**src/design/ret_params.svh**
```systemverilog
/*
 * Register indices, field positions, reset values and limits of the reader event timer.
 * Assumes inclusion by bare name from every design file that decodes or resets registers.
 */
`ifndef RET_PARAMS_SVH
`define RET_PARAMS_SVH

// Register indices; the APB byte address is four times the index
`define RET_IDX_AUX_STATUS 8'h05
`define RET_IDX_IRQ_EN 8'h06
`define RET_IDX_IRQ_STAT 8'h07
`define RET_IDX_COMMAND 8'h09
`define RET_IDX_COUNT 8'h0C
`define RET_IDX_TICK_DIV 8'h2A
`define RET_IDX_TRIG_SEL 8'h2B
`define RET_IDX_PRELOAD 8'h2C
`define RET_IDX_IRQ_CLR 8'h30

// Field positions
`define RET_BIT_ACTIVE 7
`define RET_BIT_SW_START 1
`define RET_BIT_SW_STOP 2
`define RET_BIT_EXPIRY 5

// Reset values and limits
`define RET_RST_BYTE 8'h00
`define RET_RST_DIV 6'h00
`define RET_RST_TRIG 4'h0
`define RET_EXP_MAX 5'h15
`define RET_IRQ_IMPL 8'h20
`define RET_PRESC_ONE 22'h000001

`endif

```
**src/design/ret_pkg.sv**
```systemverilog
/*
 * Types shared by the reader event timer modules: bus carriers, register fields and state records.
 * Assumes nothing of its surroundings; widths are the documented fixed ones.
 */
package ret_pkg;

	typedef enum logic {st_idle, st_run} ret_run_type;

	typedef struct packed {
		logic psel;
		logic penable;
		logic pwrite;
		logic [9:0] paddr;
		logic [31:0] pwdata;
		logic [3:0] pstrb;
	} ret_apb_req_type;

	typedef struct packed {
		logic [31:0] prdata;
		logic pready;
		logic pslverr;
	} ret_apb_rsp_type;

	// Transceiver event pulses, bit 3 first
	typedef struct packed {
		logic rx_last_bit_evt;
		logic rx_first_bit_evt;
		logic tx_last_bit_evt;
		logic tx_first_bit_evt;
	} ret_evt_type;

	typedef struct packed {
		logic stop_on_rx_last_bit;
		logic stop_on_rx_first_bit;
		logic start_on_tx_last_bit;
		logic start_on_tx_first_bit;
	} ret_trig_type;

	typedef struct packed {
		logic auto_reload_en;
		logic [4:0] tick_divider_exp;
	} ret_div_type;

	typedef struct packed {
		logic sw_stop_cmd;
		logic sw_start_cmd;
	} ret_cmd_type;

	typedef struct packed {
		ret_div_type div;
		ret_trig_type trig;
		logic [7:0] preload_field;
		ret_cmd_type cmd;
		logic [7:0] count_field;
		ret_run_type run;
		logic expiry;
		ret_apb_rsp_type rsp;
	} ret_main_state_type;

	typedef struct packed {
		logic [21:0] cnt;
		logic tick;
	} ret_presc_state_type;

	typedef struct packed {
		logic [7:0] stat;
		logic [7:0] en;
		logic irq;
	} ret_irq_state_type;

endpackage

```
**src/design/ret_prescaler.sv**
```systemverilog
/*
 * Power-of-two tick divider: one-cycle tick every 2^exp clocks, restartable.
 * Assumes exp and restart come from logic on the same clock.
 */
`include "ret_params.svh"

module ret_prescaler import ret_pkg::*; (
	// Clock and reset
	input wire logic core_clk,
	input wire logic rst_n,
	// Control
	input wire logic [4:0] exp_val,
	input wire logic restart,
	// Tick out
	output logic tick
);
	ret_presc_state_type s_q, s_d;
	logic [4:0] exp_eff;
	logic [21:0] limit;

	// Out-of-range exponents saturate at the slowest legal rate
	always_comb begin
		exp_eff = (exp_val > `RET_EXP_MAX) ? `RET_EXP_MAX : exp_val;
		limit = (`RET_PRESC_ONE << exp_eff) - `RET_PRESC_ONE;
		s_d = s_q;
		s_d.tick = 1'b0;
		if (restart) begin
			s_d.cnt = '0;
		end else if (s_q.cnt >= limit) begin
			// >= so a lowered exponent never leaves the counter stranded
			s_d.cnt = '0;
			s_d.tick = 1'b1;
		end else begin
			s_d.cnt = s_q.cnt + `RET_PRESC_ONE;
		end
	end

	always_ff @(posedge core_clk) begin
		if (!rst_n) begin
			s_q <= '0;
		end else begin
			s_q <= s_d;
		end
	end

	assign tick = s_q.tick;
endmodule

```
**src/design/ret_irq.sv**
```systemverilog
/*
 * Sticky interrupt status, enable and write-one-to-clear logic with one level output.
 * Assumes set pulses and write strobes come from logic on the same clock.
 */
`include "ret_params.svh"

module ret_irq import ret_pkg::*; (
	// Clock and reset
	input wire logic core_clk,
	input wire logic rst_n,
	// Event and register access
	input wire logic [7:0] set_vec,
	input wire logic en_wr,
	input wire logic clr_wr,
	input wire logic [7:0] wdata,
	// State out
	output logic [7:0] stat,
	output logic [7:0] en,
	output logic irq
);
	ret_irq_state_type s_q, s_d;

	// Set wins over a clear arriving in the same cycle
	always_comb begin
		s_d = s_q;
		if (clr_wr) begin
			s_d.stat = s_q.stat & ~wdata;
		end
		s_d.stat = (s_d.stat | set_vec) & `RET_IRQ_IMPL;
		if (en_wr) begin
			s_d.en = wdata & `RET_IRQ_IMPL;
		end
		s_d.irq = |(s_q.stat & s_q.en);
	end

	always_ff @(posedge core_clk) begin
		if (!rst_n) begin
			s_q <= '0;
		end else begin
			s_q <= s_d;
		end
	end

	assign stat = s_q.stat;
	assign en = s_q.en;
	assign irq = s_q.irq;
endmodule

```
**src/design/ret_timer.sv**
```systemverilog
/*
 * Reader event timer: 8-bit down counter on a prescaled tick, started and stopped by
 * transceiver events or software, with APB registers and a level interrupt.
 * Assumes the event pulses and APB come from logic on core_clk; core_clk is the chip clock.
 */
`include "ret_params.svh"

module ret_timer import ret_pkg::*; (
	// Clock and reset
	input wire logic core_clk,
	input wire logic rst_n,
	// APB slave
	input wire ret_apb_req_type apb_req,
	output ret_apb_rsp_type apb_rsp,
	// Transceiver event pulses, observed only
	input wire ret_evt_type evt,
	// Interrupt
	output logic irq
);
	ret_main_state_type s_q, s_d;
	logic tick;
	logic start_evt;
	logic stop_evt;
	logic [7:0] idx;
	logic setup;
	logic wr_acc;
	logic mapped;
	logic [7:0] rd_byte;
	logic irq_en_wr;
	logic irq_clr_wr;
	logic [7:0] irq_set;
	logic [7:0] irq_stat;
	logic [7:0] irq_en;

	// Tick divider, restarted on every start so the first period is whole
	ret_prescaler u_presc (
		.core_clk(core_clk),
		.rst_n(rst_n),
		.exp_val(s_q.div.tick_divider_exp),
		.restart(start_evt),
		.tick(tick)
	);

	// Sticky expiry status, enable and clear
	ret_irq u_irq (
		.core_clk(core_clk),
		.rst_n(rst_n),
		.set_vec(irq_set),
		.en_wr(irq_en_wr),
		.clr_wr(irq_clr_wr),
		.wdata(apb_req.pwdata[7:0]),
		.stat(irq_stat),
		.en(irq_en),
		.irq(irq)
	);

	// Start and stop decode; events are only read, never fed back
	always_comb begin
		start_evt = (evt.tx_first_bit_evt & s_q.trig.start_on_tx_first_bit)
			| (evt.tx_last_bit_evt & s_q.trig.start_on_tx_last_bit)
			| s_q.cmd.sw_start_cmd;
		stop_evt = (evt.rx_first_bit_evt & s_q.trig.stop_on_rx_first_bit)
			| (evt.rx_last_bit_evt & s_q.trig.stop_on_rx_last_bit)
			| s_q.cmd.sw_stop_cmd;
	end

	// APB decode helpers
	always_comb begin
		idx = apb_req.paddr[9:2];
		setup = apb_req.psel & ~apb_req.penable;
		wr_acc = apb_req.psel & apb_req.penable & apb_req.pwrite & s_q.rsp.pready & apb_req.pstrb[0];
		irq_set = '0;
		irq_set[`RET_BIT_EXPIRY] = s_q.expiry;
	end

	// Address decode and read mux; unaligned offsets are unmapped
	always_comb begin
		mapped = 1'b1;
		rd_byte = `RET_RST_BYTE;
		if (apb_req.paddr[1:0] != 2'h0) begin
			mapped = 1'b0;
		end else if (idx == `RET_IDX_AUX_STATUS) begin
			rd_byte[`RET_BIT_ACTIVE] = (s_q.run == st_run);
		end else if (idx == `RET_IDX_IRQ_EN) begin
			rd_byte = irq_en;
		end else if (idx == `RET_IDX_IRQ_STAT) begin
			rd_byte = irq_stat;
		end else if (idx == `RET_IDX_COMMAND) begin
			rd_byte[`RET_BIT_SW_START] = s_q.cmd.sw_start_cmd;
			rd_byte[`RET_BIT_SW_STOP] = s_q.cmd.sw_stop_cmd;
		end else if (idx == `RET_IDX_COUNT) begin
			rd_byte = s_q.count_field;
		end else if (idx == `RET_IDX_TICK_DIV) begin
			rd_byte = {2'h0, s_q.div};
		end else if (idx == `RET_IDX_TRIG_SEL) begin
			rd_byte = {4'h0, s_q.trig};
		end else if (idx == `RET_IDX_PRELOAD) begin
			rd_byte = s_q.preload_field;
		end else if (idx == `RET_IDX_IRQ_CLR) begin
			rd_byte = `RET_RST_BYTE; // Write-only, reads zero
		end else begin
			mapped = 1'b0;
		end
		irq_en_wr = wr_acc & mapped & (idx == `RET_IDX_IRQ_EN);
		irq_clr_wr = wr_acc & mapped & (idx == `RET_IDX_IRQ_CLR);
	end

	// Next state: counter, run state, registers and bus answer
	always_comb begin
		s_d = s_q;
		s_d.expiry = 1'b0;
		s_d.cmd = '0;
		// Counter sequencing; start is checked first so it beats a stop
		if (start_evt) begin
			s_d.count_field = s_q.preload_field;
			s_d.run = st_run;
		end else if (stop_evt) begin
			s_d.run = st_idle;
		end else begin
			case (s_q.run)
				st_run: begin
					if (tick) begin
						if (s_q.count_field == 8'h00) begin
							// A zero preload simply stops on the first tick
							s_d.run = st_idle;
						end else if (s_q.count_field == 8'h01) begin
							s_d.expiry = 1'b1;
							if (s_q.div.auto_reload_en) begin
								s_d.count_field = s_q.preload_field;
							end else begin
								s_d.count_field = 8'h00;
								s_d.run = st_idle;
							end
						end else begin
							s_d.count_field = s_q.count_field - 8'h01;
						end
					end
				end
				default: begin
					s_d.run = st_idle;
				end
			endcase
		end
		// Register writes touch settings only, never the live count
		if (wr_acc && mapped) begin
			if (idx == `RET_IDX_COMMAND) begin
				s_d.cmd.sw_start_cmd = apb_req.pwdata[`RET_BIT_SW_START];
				s_d.cmd.sw_stop_cmd = apb_req.pwdata[`RET_BIT_SW_STOP];
			end else if (idx == `RET_IDX_TICK_DIV) begin
				s_d.div = apb_req.pwdata[5:0];
			end else if (idx == `RET_IDX_TRIG_SEL) begin
				s_d.trig = apb_req.pwdata[3:0];
			end else if (idx == `RET_IDX_PRELOAD) begin
				s_d.preload_field = apb_req.pwdata[7:0];
			end
		end
		// No wait state: answer is ready in the first access cycle
		s_d.rsp.pready = setup;
		s_d.rsp.pslverr = setup & ~mapped;
		if (setup) begin
			s_d.rsp.prdata = {24'h000000, rd_byte};
		end
	end

	// Single state register, synchronous reset
	always_ff @(posedge core_clk) begin
		if (!rst_n) begin
			s_q.div <= `RET_RST_DIV;
			s_q.trig <= `RET_RST_TRIG;
			s_q.preload_field <= `RET_RST_BYTE;
			s_q.cmd <= '0;
			s_q.count_field <= `RET_RST_BYTE;
			s_q.run <= st_idle;
			s_q.expiry <= 1'b0;
			s_q.rsp <= '0;
		end else begin
			s_q <= s_d;
		end
	end

	assign apb_rsp = s_q.rsp;

	// Quiet cycle: neither start nor stop
	logic quiet;
	assign quiet = !start_evt && !stop_evt;
endmodule

```
**config.mk**
```make
export PLATFORM = sky130hd
export DESIGN_NAME = ret_timer
export DESIGN_NICKNAME = d
export VERILOG_FILES = /design/src/design/ret_pkg.sv /design/src/design/ret_prescaler.sv /design/src/design/ret_irq.sv /design/src/design/ret_timer.sv
export VERILOG_INCLUDE_DIRS = /design/src /design/src/design
export SDC_FILE = /design/constraint.sdc
export NUM_CORES = 1
export LEC_CHECK = 0
export BUFFER_PORTS_ARGS = -buffer_cell sky130_fd_sc_hd__buf_2
export CORE_MARGIN = 2
export CORE_UTILIZATION = 56
export DETAILED_ROUTE_END_ITERATION = 12
export PLACE_DENSITY = 0.81
export SYNTH_ARGS = -nofsm -noshare
export SYNTH_HDL_FRONTEND = slang
export SYNTH_SLANG_ARGS = --single-unit
export TNS_END_PERCENT = 10
```
**constraint.sdc**
```tcl
create_clock -name core_clk -period 3.96 [get_ports core_clk]
set_input_delay 0.198 -clock core_clk [delete_from_list [all_inputs] [get_ports core_clk]]
set_output_delay 0.198 -clock core_clk [all_outputs]
set_load 0.005 [all_outputs]
```
== After elaboration in Yosys (flattened, before gate mapping) ==
Index checks and enable logic that the tools add are counted.

* Register bits after elaboration: 66
* Output and inout port bits: 35
* Bits of input ports: 55

* Equality and inequality tests: 12
* Magnitude comparators: 2
* Muxes and demuxes: 38
* Bitwise logic cells: 29
* Add/sub/neg operators: 3
* Shifts and indexed selects: 1
* Reduce and logical (&&, ||, !) cells: 14

{| class="wikitable"
|+ Operators with widths
! kind !! count
|-
| 8-bit 2-to-1 mux || 12
|-
| 8-bit by 6-bit == test with 1-bit output (second input constant) || 4
|-
| 8-bit by 3-bit == test with 1-bit output (second input constant) || 3
|-
| 22-bit by 1-bit adder with 22-bit output (second input constant) || 1
|-
| 22-bit >= comparator || 1
|-
| 1-bit by 5-bit left shift with 22-bit output (first input constant) || 1
|-
| 22-bit by 1-bit subtractor with 22-bit output (second input constant) || 1
|-
| 1-bit 2-to-1 mux || 18
|-
| 8-bit by 4-bit == test with 1-bit output (second input constant) || 2
|-
| 1-bit AND || 13
|-
| 6-bit AND || 2
|-
| 10-bit 2-to-1 mux || 1
|-
| 5-bit 2-to-1 mux || 2
|-
| 9-bit 2-to-1 mux || 1
|-
| 8-bit by 1-bit == test with 1-bit output (second input constant) || 1
|-
| 8-bit zero test || 1
|-
| 1-bit inverter || 8
|-
| 4-bit AND reduction || 2
|-
| 8-bit OR reduction || 1
|-
| 8-bit by 1-bit subtractor with 8-bit output (second input constant) || 1
|-
| 7-bit 2-to-1 mux || 1
|-
| 6-bit 2-to-1 mux || 1
|-
| 6-bit inverter || 1
|-
| 6-bit OR || 1
|-
| other kinds (11) || 19
|}

== Longest topological paths before layout ==
Gate-level depths: netlist of the first run.

* Depth after elaboration: 15
* Depth in mapped cells: 17
* Gate-level depth less buffers: 15

== Modules after synthesis ==
A second synthesis of the first run with hierarchy kept.

* Cells, all modules: 610
* Area, all modules: 4,860.9 um^2

{| class="wikitable"
|+ By module, submodules not included
! module !! cells an instance !! instances !! area an instance (um^2)
|-
| ret_timer || 355 || 1 || 2,782.7
|-
| ret_prescaler || 231 || 1 || 1,871.8
|-
| ret_irq || 24 || 1 || 206.4
|}

== Worst setup path after synthesis of the first run ==
No wires, ideal clock.

* Path kind: reg2reg
* Start: reg s_q[61] (netlist bit)
* End: reg u_presc.s_q[10] (netlist bit)
* Path buffers: 2
* Slack: 0.597 ns
* Data required time: 3.830 ns
* Arrival time: 3.233 ns
* Cell stages (with the launch flop): 17
* Clock period less this slack: 3.363 ns
* Path through: dfxtp_1 -> or2_2 -> clkbuf_1 -> or3_1 -> ha_1 -> nor3_1 -> nand2b_1 -> nand2_1 -> a22o_1 -> a21boi_0 -> ha_1 -> nand4_1 -> nor3_1 -> a21bo_2 -> a31oi_1 -> buf_2 -> nor3_1

* Cells in the longest elaborated chain, start to end: 6

{| class="wikitable"
|+ RTL lines
! element !! line !! source
|-
| from (decl) || ret_timer.sv:20 || <nowiki>ret_main_state_type s_q, s_d;</nowiki>
|-
| 5-bit > comparator (no line) || -- ||
|-
| 5-bit 2-to-1 mux * || ret_prescaler.sv:23 || <nowiki>exp_eff = (exp_val > `RET_EXP_MAX) ? `RET_EXP_MAX : exp_val;</nowiki>
|-
| 1-bit by 5-bit left shift with 22-bit output (no line) * || -- ||
|-
| 22-bit by 1-bit subtractor with 22-bit output (no line) * || -- ||
|-
| 22-bit >= comparator * || ret_prescaler.sv:29 || <nowiki>end else if (s_q.cnt >= limit) begin</nowiki>
|-
| 3-bit OR reduction (no line) * || -- ||
|-
| to (signal assigned) || ret_prescaler.sv:40 || <nowiki>s_q <= '0;</nowiki>
|-
| to (signal assigned) || ret_prescaler.sv:42 || <nowiki>s_q <= s_d;</nowiki>
|-
| to (decl) || ret_prescaler.sv:17 || <nowiki>ret_presc_state_type s_q, s_d;</nowiki>
|}

Every way passes the cells marked *; elsewhere a longest branch is shown, timed or not.
A chain may end at the register's enable or synchronous reset.

== Final worst setup path of the first run ==
* Start: reg s_q[60] (netlist bit)
* End: reg u_presc.s_q[6] (netlist bit)

The elaborated chain is that of the path after synthesis.

==> metrics.txt, run 1 <==
status finished clean; Area Growth Syn to Fin 7.053%; Slew @ Worst Pin 0.7725 ns; slew margin rel. 0.4850; total design power 1.400 mW; Port Buf Inserts 38; EDFF count, synth 0; final setup fails 0; first-pass GRT wire length 18.40 mm; peak supply drop 0.1649 mV; pre-CTS setup slack 0.2565 ns; die height 93.53 um; Max Cap Viol 0; CP Launch Type register; peak clock frequency supported by timing 0.2721 GHz; Die Width 93.53 um; layout cells sized above 1 0.1360; Worst Setup Path Type register to register; Tightest Hold Check Type primary input to register; Hold Violations, Final 0; Worst Path Arrival 3.95 ns; synth unique cells 65; die area 8747 sq um; Mapped Cells 561; design area 4805 sq um; IO Pins 90; TNS Setup 0 ns; clock-pin slew on the worst setup and hold paths 0.07 ns; via count 4202; leakage power 1.861 nW; Tcrit/Tclk final 0.9282; required time of the worst setup path 4.23 ns; WL final 10.95 mm; Longest Clk Path Bufs 2; Synth Warn # 0; crit end category register; Placeable Area 7727 sq um; pwr dens 291.4 nW/um^2; Via density 6.152; Clock Sinks 66; synthesized area 4488 sq um; GRT busiest layer met2; Num CTS Buffers 9; final slew viol count 0; cell row count 32; Ant. Diodes 0; RSZ-0062 raised after global routing false; Iteration-0 DRC Markers 372; final core occ 0.6218; synthesized area per cell 8.000 sq um; Tmin final 3.676 ns; overall global routing resource usage 0.2627; Final ANT Viol Nets 0; GRT met1 Usage 0.3400; placed instance area 4567 sq um; Synth Flop Type dfxtp_1; Filler Cell Count 663; Final HPWL DP 7.966 mm; GPL Wtd Cong 0.9571; Synth async-reset ratio 0; GR Util met2 0.4161; met3 GRT Util 0.05479; post-route setup slack 0.2845 ns; crit-path max FO 22; Initial Util 0.5808; htree depth 3; total grt overflow 0; Root Buffer clkbuf_8; worst clock skew 0.01458 ns; final net count 657; CTS tree done; largest net degree at the start of global routing 29; flops & latches, synth 66; antenna violations before repair 0; routed len/inst 16.03 um; vias in the first global route 3793; # DRC 0; drt pass-1 iters 5; worst-skew pair later-pin latency 0.36 ns; post-synthesis sequential area ratio 0.2944
==> cells in the mapped netlist, types with 9 or more instances <==
cell type,instances,area share
mux2i_1,15,0.033
and3_1,10,0.014
nor2_1,47,0.039
a21oi_1,37,0.041
inv_1,10,0.0084
nand3_1,22,0.025
clkbuf_1,21,0.018
nor3_1,35,0.039
nand4_1,13,0.018
buf_4,35,0.059
nand2_1,47,0.039
ha_1,26,0.072
nor2b_1,9,0.013
xnor2_1,11,0.021
xor2_1,13,0.025
dfxtp_1,66,0.29
o21ai_0,15,0.017
==> cell families after synthesis <==
family,count (synthesis),synth area share
AO/OA/AOI/OAI,118,0.1832
other,2,0.001673
XOR/XNOR,24,0.04684
multiplexers,15,0.03345
buffers and inverters,75,0.09339
flip-flops,66,0.2944
adder cells (fa/ha/maj),26,0.07248
AND/OR/NAND/NOR,235,0.2746
==> stage by stage <==
stage,hold slack (ns),cells
after floorplan,0.3376,584
after global placement,0.4331,667
after detailed placement,0.4379,667
after CTS,0.07578,683
after global routing,0.1188,683
final,0.07877,683
==> registers in the layout, summed over array words and instances (netlist names) <==
signal,flops
u_irq.en,1
u_irq.irq,1
s_q,29
u_presc.s_q,22
u_irq.stat,1
apb_rsp,10
irq_set,1
u_presc.tick,1
==> routing by layer <==
layer / up-vias / wire [um]
met5: - / 0
met4: 0 / 439
met3: 44 / 941
met2: 200 / 5003
met1: 1935 / 4566
li1: 2023 / -
==> what timing repair did <==
item                                    in CTS  in global routing
endpoints found under the hold margin        0                  0
hold buffers                                 0                  0
resized for setup                            0                  3
buffers inserted                             0                  0
endpoints found under the setup margin       0                 22
==> final timing paths <==
| check | startpoint | end | slack, ns | cells after the start |
|---|---|---|---|---|
| worst max-delay path | s_q[60] | u_presc.s_q[6] | 0.28 | 13 |
| worst min-delay path | apb_req[11] | s_q[53] | 0.08 | 3 |
| worst max register to register | s_q[60] | u_presc.s_q[6] | 0.28 | 13 |
| worst min register to register | apb_rsp[3] | apb_rsp[3] | 0.45 | 2 |
==> cell type report <==
type / instances / area, sq um / share of cell area
Timing Repair Buffer: 45 / 242.7 / 0.05052
Clock inverter: 7 / 100.1 / 0.02083
Multi-Input combinational cell: 443 / 2848 / 0.5927
Sequential cell: 66 / 1321 / 0.2750
Tap cell: 102 / 127.6 / 0.02656
Inverter: 11 / 41.29 / 0.008594
Clock buffer: 9 / 123.9 / 0.02578
==> critical path, cell delays in order (launching register included) <==
cell	delay (ns)
dfxtp_1	0.31
or2_2	0.36
or3_1	0.42
ha_2	0.30
nor2_1	0.22
a31oi_1	0.11
o32a_1	0.31
ha_1	0.29
nand2_1	0.08
nor2_1	0.04
a211oi_1	0.47
o2111ai_1	0.21
buf_4	0.27
nor3_1	0.21
==> power by group <==
| group | total [mW] | internal [mW] | leakage [nW] | switching (mW) |
|---|---|---|---|---|
| logic | 0.0831 | 0.0273 | 1.21 | 0.0558 |
| clock network | 0.649 | 0.360 | 0.114 | 0.289 |
| registers | 0.668 | 0.666 | 0.532 | 0.00219 |
==> layout by cell type (no fill, tap or decap), types with 11 or more instances in the layout <==
master / count
dfxtp_1: 66
nor2_1: 47
nand2_1: 47
buf_2: 38
a21oi_1: 37
nor3_1: 34
ha_1: 25
conb_1: 25
nand3_1: 22
o21ai_0: 15
mux2i_1: 15
xor2_1: 13
nand4_1: 13
xnor2_1: 11
Power figures use the tool's default switching activity.
==> run 2, diff against run 1 <==
--- a/config.mk
+++ b/config.mk
@@ -6,11 +6,12 @@
 export SDC_FILE = /design/constraint.sdc
 export NUM_CORES = 1
 export LEC_CHECK = 0
+export ABC_AREA = 1
 export BUFFER_PORTS_ARGS = -buffer_cell sky130_fd_sc_hd__buf_2
 export CORE_MARGIN = 2
-export CORE_UTILIZATION = 56
+export CORE_UTILIZATION = 57
 export DETAILED_ROUTE_END_ITERATION = 12
-export PLACE_DENSITY = 0.81
+export PLACE_DENSITY = 0.82
 export SYNTH_ARGS = -nofsm -noshare
 export SYNTH_HDL_FRONTEND = slang
 export SYNTH_SLANG_ARGS = --single-unit
==> run 2 against run 1 <==
  * Sequential share of layout area down 1.9 points
  * Maximum frequency up 3.0%
  * Critical path depth grew 7
  * Critical path type unchanged
  * Critical endpoint unchanged
  * Highest routed layer unchanged
==> metrics.txt, run 2 <==
antenna violations before repair 0; Mapped Cells 740; layout cells sized above 1 0.1177; EDFF count, synth 0; cell row count 33; pwr dens 279.9 nW/um^2; FF/Latch Area 1324 sq um; CP max stage cell dfxtp_2; required time of the worst setup path 4.16 ns; Synth async-reset ratio 0; status finished clean; Die Width 95.85 um; Worst Hold Path Cells 3; Synth area leaders dfxtp_1 27%, nand2_1 13%, nor2_1 7.9%, ha_1 6.8%, inv_1 6.5%; delay-heaviest family, CP simple AND/OR/NAND/NOR gates; area of the multi-input gates 2882 sq um; commonest non-fill, non-tap cell in the layout nand2_1; Worst Setup Path Type register to register; Ant. Diodes 0; vias in the first global route 4487; routed len/inst 13.63 um; TNS Setup 0 ns; Tcrit/Tclk final 0.9008; post_cts resized 0; flops & latches, synth 66; WL final 11.97 mm; crit-path max cell delay 0.44 ns; post-synthesis sequential area ratio 0.2748; CP Buf/Inv Count 3; synthesized area 4808 sq um; Post-CTS Setup Bufs 0; synth unique cells 43; CP Launch Type register; Clock Sinks 66; Reg2Reg Capture Point u_presc.s_q[6]; IO Pins 90; peak supply drop 0.1838 mV; max reg flops 29; crit-path max FO 23; synthesized area per cell 6.498 sq um; Worst R2R Path Depth 20; Area Growth Syn to Fin 7.624%; htree depth 3; Worst Path Arrival 3.77 ns; die area 9186 sq um; leakage power 2.419 nW; worst-skew pair later-pin latency 0.35 ns; drt pass-1 iters 5; die height 95.85 um; crit end category register; Final HPWL DP 9.050 mm; top post-synthesis cells by count 171 x nand2_1, 101 x nor2_1, 83 x inv_1; via count 4828; crit-path most repeated cell nand2_1; Final ANT Viol Nets 0; most frequent cell after synthesis nand2_1; hold path start apb_req[11]; RR Startpoint s_q[59]; Longest Clk Path Bufs 2; largest net degree at the start of global routing 24; Port Buf Inserts 38; Most flops, register s_q; Initial Util 0.5852; final slew viol count 0; first-pass GRT wire length 20.32 mm; Tightest Hold Check Type primary input to register; Synth area leader dfxtp_1; Num CTS Buffers 9; total grt overflow 0; Root Buffer clkbuf_8; Slew @ Worst Pin 0.7633 ns; top-area cell type share of the netlist area 0.2748; final net count 849; final setup fails 0; Synth Flop Type dfxtp_1; Hold Buf Count CTS 0; Max Cap Viol 0; CTS tree done; most frequent cells in the layout 171 x nand2_1, 101 x nor2_1, 83 x inv_1, 64 x dfxtp_1, 38 x buf_2; crit-path cells nand2_1 > a21oi_2 > nor2_1 > nand2_1 > inv_2 > nand2_1 > ha_1 > nand2_1 > nor3_2 > nand4_1 > xnor2_1 > ha_1 > inv_1 > nor3_1 > nand2_1 > nor2_1 > nand2_1 > nand4_1 > buf_4 > nor3_1; Hold EP s_q[53]; Hold Violations, Final 0; Synth Warn # 0; GPL Wtd Cong 0.9399; worst clock skew 0.01011 ns; total design power 1.448 mW; Tmin final 3.567 ns; RSZ-0062 raised after global routing false; Filler Cell Count 725; slew margin rel. 0.4905; clock-pin slew on the worst setup and hold paths 0.08 ns; Placeable Area 8217 sq um; peak clock frequency supported by timing 0.2803 GHz; # DRC 0; overall global routing resource usage 0.2793; worst reg-to-reg setup slack 0.39 ns; Iteration-0 DRC Markers 273; Via density 5.499
==> run 2: cell count changes in the layout (fill, tap and decap cells not counted), sizes merged, moves of 10 or more <==
cell,delta
nand2,+126
and3,-10
mux2i,-15
nand3,+15
nor2,+59
inv,+80
nand4,+17
==> run 2: logic make-up (layout without fill, tap and decap cells) <==
family	after synthesis	count (layout)	synth area share
DFF	66	66	0.2748
adders and majority gates	26	26	0.06766
other	2	25	0.001562
xor gates and xnor gates	28	28	0.05100
and+or+nand+nor	398	398	0.3737
buffers and inverters	145	155	0.1439
AOI/OAI and AO/OA	75	75	0.08743
==> run 2: worst max-delay path by stage <==
stage	from	slack [ns]	end	cells past startpoint
6_report	s_q[59]	0.39	u_presc.s_q[6]	20
5_1_grt	s_q[59]	0.04	u_presc.s_q[3]	20
4_1_cts	s_q[59]	0.29	u_presc.s_q[3]	20
3_5_place_dp	s_q[59]	0.30	u_presc.s_q[3]	20
3_3_place_gp	s_q[59]	0.48	u_presc.s_q[10]	20
2_1_floorplan	s_q[59]	0.84	u_presc.s_q[16]	21
==> run 2: cell type report <==
| type | count | area share |
|---|---|---|
| inverter | 94 | 0.06818 |
| clock buffer | 10 | 0.02466 |
| timing repair buffer | 45 | 0.04691 |
| tap | 105 | 0.02539 |
| clock inverter | 6 | 0.02224 |
| sequential | 66 | 0.2558 |
| multi-input combinational | 552 | 0.5568 |
==> run 2: report_power, final <==
group | internal, mW | leakage [nW] | total, mW | switching [mW]
Combinational | 0.0223 | 1.77 | 0.0777 | 0.0553
Clock | 0.421 | 0.117 | 0.703 | 0.282
Sequential | 0.666 | 0.533 | 0.668 | 0.00205
==> run 2: worst min-delay path, cell delays in order <==
cell	delay, ns
buf_2	0.08
nor2_1	0.04
nor2_1	0.08
==> run 2: through the flow <==
stage	instances	area (sq um)	setup WS (ns)	hold WS, ns	util
after floorplan	763	4895	0.8363	0.3102	-
after global placement	862	4930	0.4839	0.4192	0.6000
after detailed placement	862	4930	0.3017	0.4224	0.6000
after CTS	878	5172	0.2907	0.06020	0.6295
after global routing	878	5175	0.03809	0.07399	0.6298
final	878	5175	0.3929	0.07475	0.6298
==> run 2: layer usage <==
layer	track usage	up-vias	wire length, um
met4	0.1095	0	326
met1	0.3478	2196	5180
met2	0.4784	193	5720
met5	0	-	0
li1	-	2396	-
met3	0.04933	43	738
==> run 3, diff against run 2 <==
--- a/config.mk
+++ b/config.mk
@@ -9,10 +9,12 @@
 export ABC_AREA = 1
 export BUFFER_PORTS_ARGS = -buffer_cell sky130_fd_sc_hd__buf_2
 export CORE_MARGIN = 2
-export CORE_UTILIZATION = 57
+export CORE_UTILIZATION = 58
 export DETAILED_ROUTE_END_ITERATION = 12
 export PLACE_DENSITY = 0.82
+export SKIP_CTS_REPAIR_TIMING = 1
 export SYNTH_ARGS = -nofsm -noshare
 export SYNTH_HDL_FRONTEND = slang
+export SYNTH_HIERARCHICAL = 1
 export SYNTH_SLANG_ARGS = --single-unit
 export TNS_END_PERCENT = 10
==> run 3 against run 2 <==
  * Clock skew up 0.0033 ns
  * Wire length about the same
  * Via count up 3.6%
  * Total power down 12%
  * Hold slack better by 0.033 ns
==> metrics.txt, run 3 <==
required time of the worst setup path 4.22 ns; crit end category register; Worst Path Arrival 3.52 ns; EDFF count, synth 0; via count 5004; Worst Hold Path Cells 3; Area Growth Syn to Fin 3.846%; CTS tree done; final setup fails 0; die area 10100 sq um; top-area cell type share of the netlist area 0.2447; cell row count 35; final net count 949; placed instance area 5428 sq um; pwr dens 226.5 nW/um^2; Synth async-reset ratio 0; Longest Clk Path Bufs 2; Iteration-0 DRC Markers 266; Worst R2R Path Depth 21; vias in the first global route 4591; hold path start apb_req[6]; most frequent cell after synthesis nand2_1; worst-skew pair later-pin latency 0.35 ns; htree depth 3; Post-Layout Cell Count 983; die height 100.5 um; Via density 5.091; antenna violations before repair 0; Placeable Area 9153 sq um; Synth area leaders dfxtp_1 24%, nand2_1 15%, nor2_1 7.9%, inv_1 7.4%, buf_4 7.0%; Max Cap Viol 0; overall global routing resource usage 0.2535; Cells after DPL 968; Synth Flop Type dfxtp_1; CP Launch Type register; # DRC 0; Final ANT Viol Nets 0; Tightest Hold Check Type primary input to register; synth unique cells 43; most frequent cells in the layout 218 x nand2_1, 113 x nor2_1, 107 x inv_1, 66 x dfxtp_1, 39 x conb_1; GPL Wtd Cong 0.9066; RSZ-0062 raised after global routing false; Hold EP s_q[45]; Synth Warn # 6; Ant. Diodes 0; routed len/inst 12.18 um; flops & latches, synth 66; Root Buffer clkbuf_8; drt pass-1 iters 4; status finished clean; Slew @ Worst Pin 0.9782 ns; final slew viol count 0; leakage power 2.638 nW; layout cells sized above 1 0.1319; Worst Setup Path Type register to register; TNS Setup 0 ns; Hold Violations, Final 0; Initial Util 0.5900; Mapped Cells 843; synthesized area 5400 sq um; Reg2Reg Capture Point u_presc/s_q[1]; Num CTS Buffers 9; design area 5608 sq um; Die Width 100.5 um; commonest non-fill, non-tap cell in the layout nand2_1; worst reg-to-reg setup slack 0.69 ns; Port Buf Inserts 38; post-synthesis sequential area ratio 0.2447; Final HPWL DP 9.144 mm; peak clock frequency supported by timing 0.3062 GHz; Most flops, register s_q; Synth area leader dfxtp_1; total grt overflow 0; IO Pins 90; RR Startpoint s_q[61]; synthesized area per cell 6.406 sq um; WL final 11.97 mm; crit-path max FO 23; slew margin rel. 0.3471; Clock Sinks 66; first-pass GRT wire length 20.73 mm; clock-pin slew on the worst setup and hold paths 0.08 ns; Filler Cell Count 906; max reg flops 29; peak supply drop 0.1361 mV; top post-synthesis cells by count 218 x nand2_1, 113 x nor2_1, 107 x inv_1; worst clock skew 0.01340 ns; Tmin final 3.265 ns; Tcrit/Tclk final 0.8246; largest net degree at the start of global routing 33
## run 3: changes by cell type in the layout (fill, tap and decap cells not counted), moves of 5 or more
cell,before,now
inv_1,83,107
o21bai_1,3,12
nor4_1,6,0
nand2_1,171,218
nand4_1,27,18
nor3_2,4,9
conb_1,25,39
nor3_1,36,21
nor2_1,101,113
nor2_2,5,11
xor2_1,19,14
a21oi_1,30,24
nand2_2,2,10
## run 3: worst max-delay path: stages, from the launching register on
cell     delay (ns)
dfxtp_1        0.46
inv_2          0.13
nand2_2        0.11
nand2_4        0.08
nand2_2        0.09
inv_2          0.05
nand2_2        0.09
inv_2          0.05
nand2_1        0.05
ha_1           0.21
nand2_1        0.13
nor2_2         0.17
nand4_1        0.13
xnor2_1        0.22
ha_1           0.26
nand2_1        0.07
nor2_1         0.06
nand2_1        0.08
nor2_1         0.04
nand2_1        0.09
nand4_4        0.34
nor3_1         0.24
## run 3: kinds of logic (layout without fill, tap and decap cells)
logic type	Yosys count	in the layout	synth area share
other cells	3	39	0.002085
xor+xnor	25	25	0.04055
compound gates	79	79	0.08712
simple gates	463	463	0.3983
flops	66	66	0.2447
buf+inv	181	174	0.1671
fa+ha+maj	26	26	0.06024
## run 3: per-stage QoR
step	setup WS (ns)	utilization	power [mW]	hold WS, ns
finish	0.6946	0.6127	1.270	0.1076
global route	0.2810	0.6127	1.322	0.1019
CTS	0.4507	0.6118	1.280	0.09961
floorplan	1.165	-	0.7695	0.3102
detailed placement	0.4432	0.5930	0.7693	0.4355
global placement	0.5029	0.5930	0.7689	0.4285
## run 3: layout make-up
| class | count | area [sq um] | area share |
|---|---|---|---|
| Sequential cell | 66 | 1321 | 0.2356 |
| Timing Repair Buffer | 41 | 212.7 | 0.03793 |
| Tap cell | 111 | 138.9 | 0.02477 |
| Clock inverter | 2 | 12.51 | 0.002231 |
| Clock buffer | 13 | 158.9 | 0.02834 |
| Multi-Input combinational cell | 632 | 3321 | 0.5921 |
| Inverter | 118 | 442.9 | 0.07898 |
## run 3: worst max-delay path by stage
| stage | endpoint | cells after the start | slack, ns | start |
|---|---|---|---|---|
| 2_1_floorplan | u_presc/s_q[10] | 22 | 1.17 | s_q[61] |
| 3_3_place_gp | u_presc/tick | 22 | 0.50 | s_q[61] |
| 3_5_place_dp | u_presc/s_q[10] | 21 | 0.44 | s_q[61] |
| 4_1_cts | u_presc/s_q[1] | 21 | 0.45 | s_q[61] |
| 5_1_grt | u_presc/s_q[6] | 21 | 0.28 | s_q[61] |
| 6_report | u_presc/s_q[1] | 21 | 0.69 | s_q[61] |
## run 3: layer usage
metal / up-vias / global-route usage / share of wire
met5: - / 0 / 0
met3: 21 / 0.05062 / 0.052
li1: 2630 / - / -
met4: 0 / 0.08114 / 0.017
met1: 2219 / 0.3616 / 0.49
met2: 134 / 0.3846 / 0.44
## run 3: power breakdown
group / internal (mW) / switching [mW]
combinational: 0.0265 / 0.0618
clock: 0.258 / 0.256
sequential: 0.666 / 0.00269
total: 0.950 / 0.320
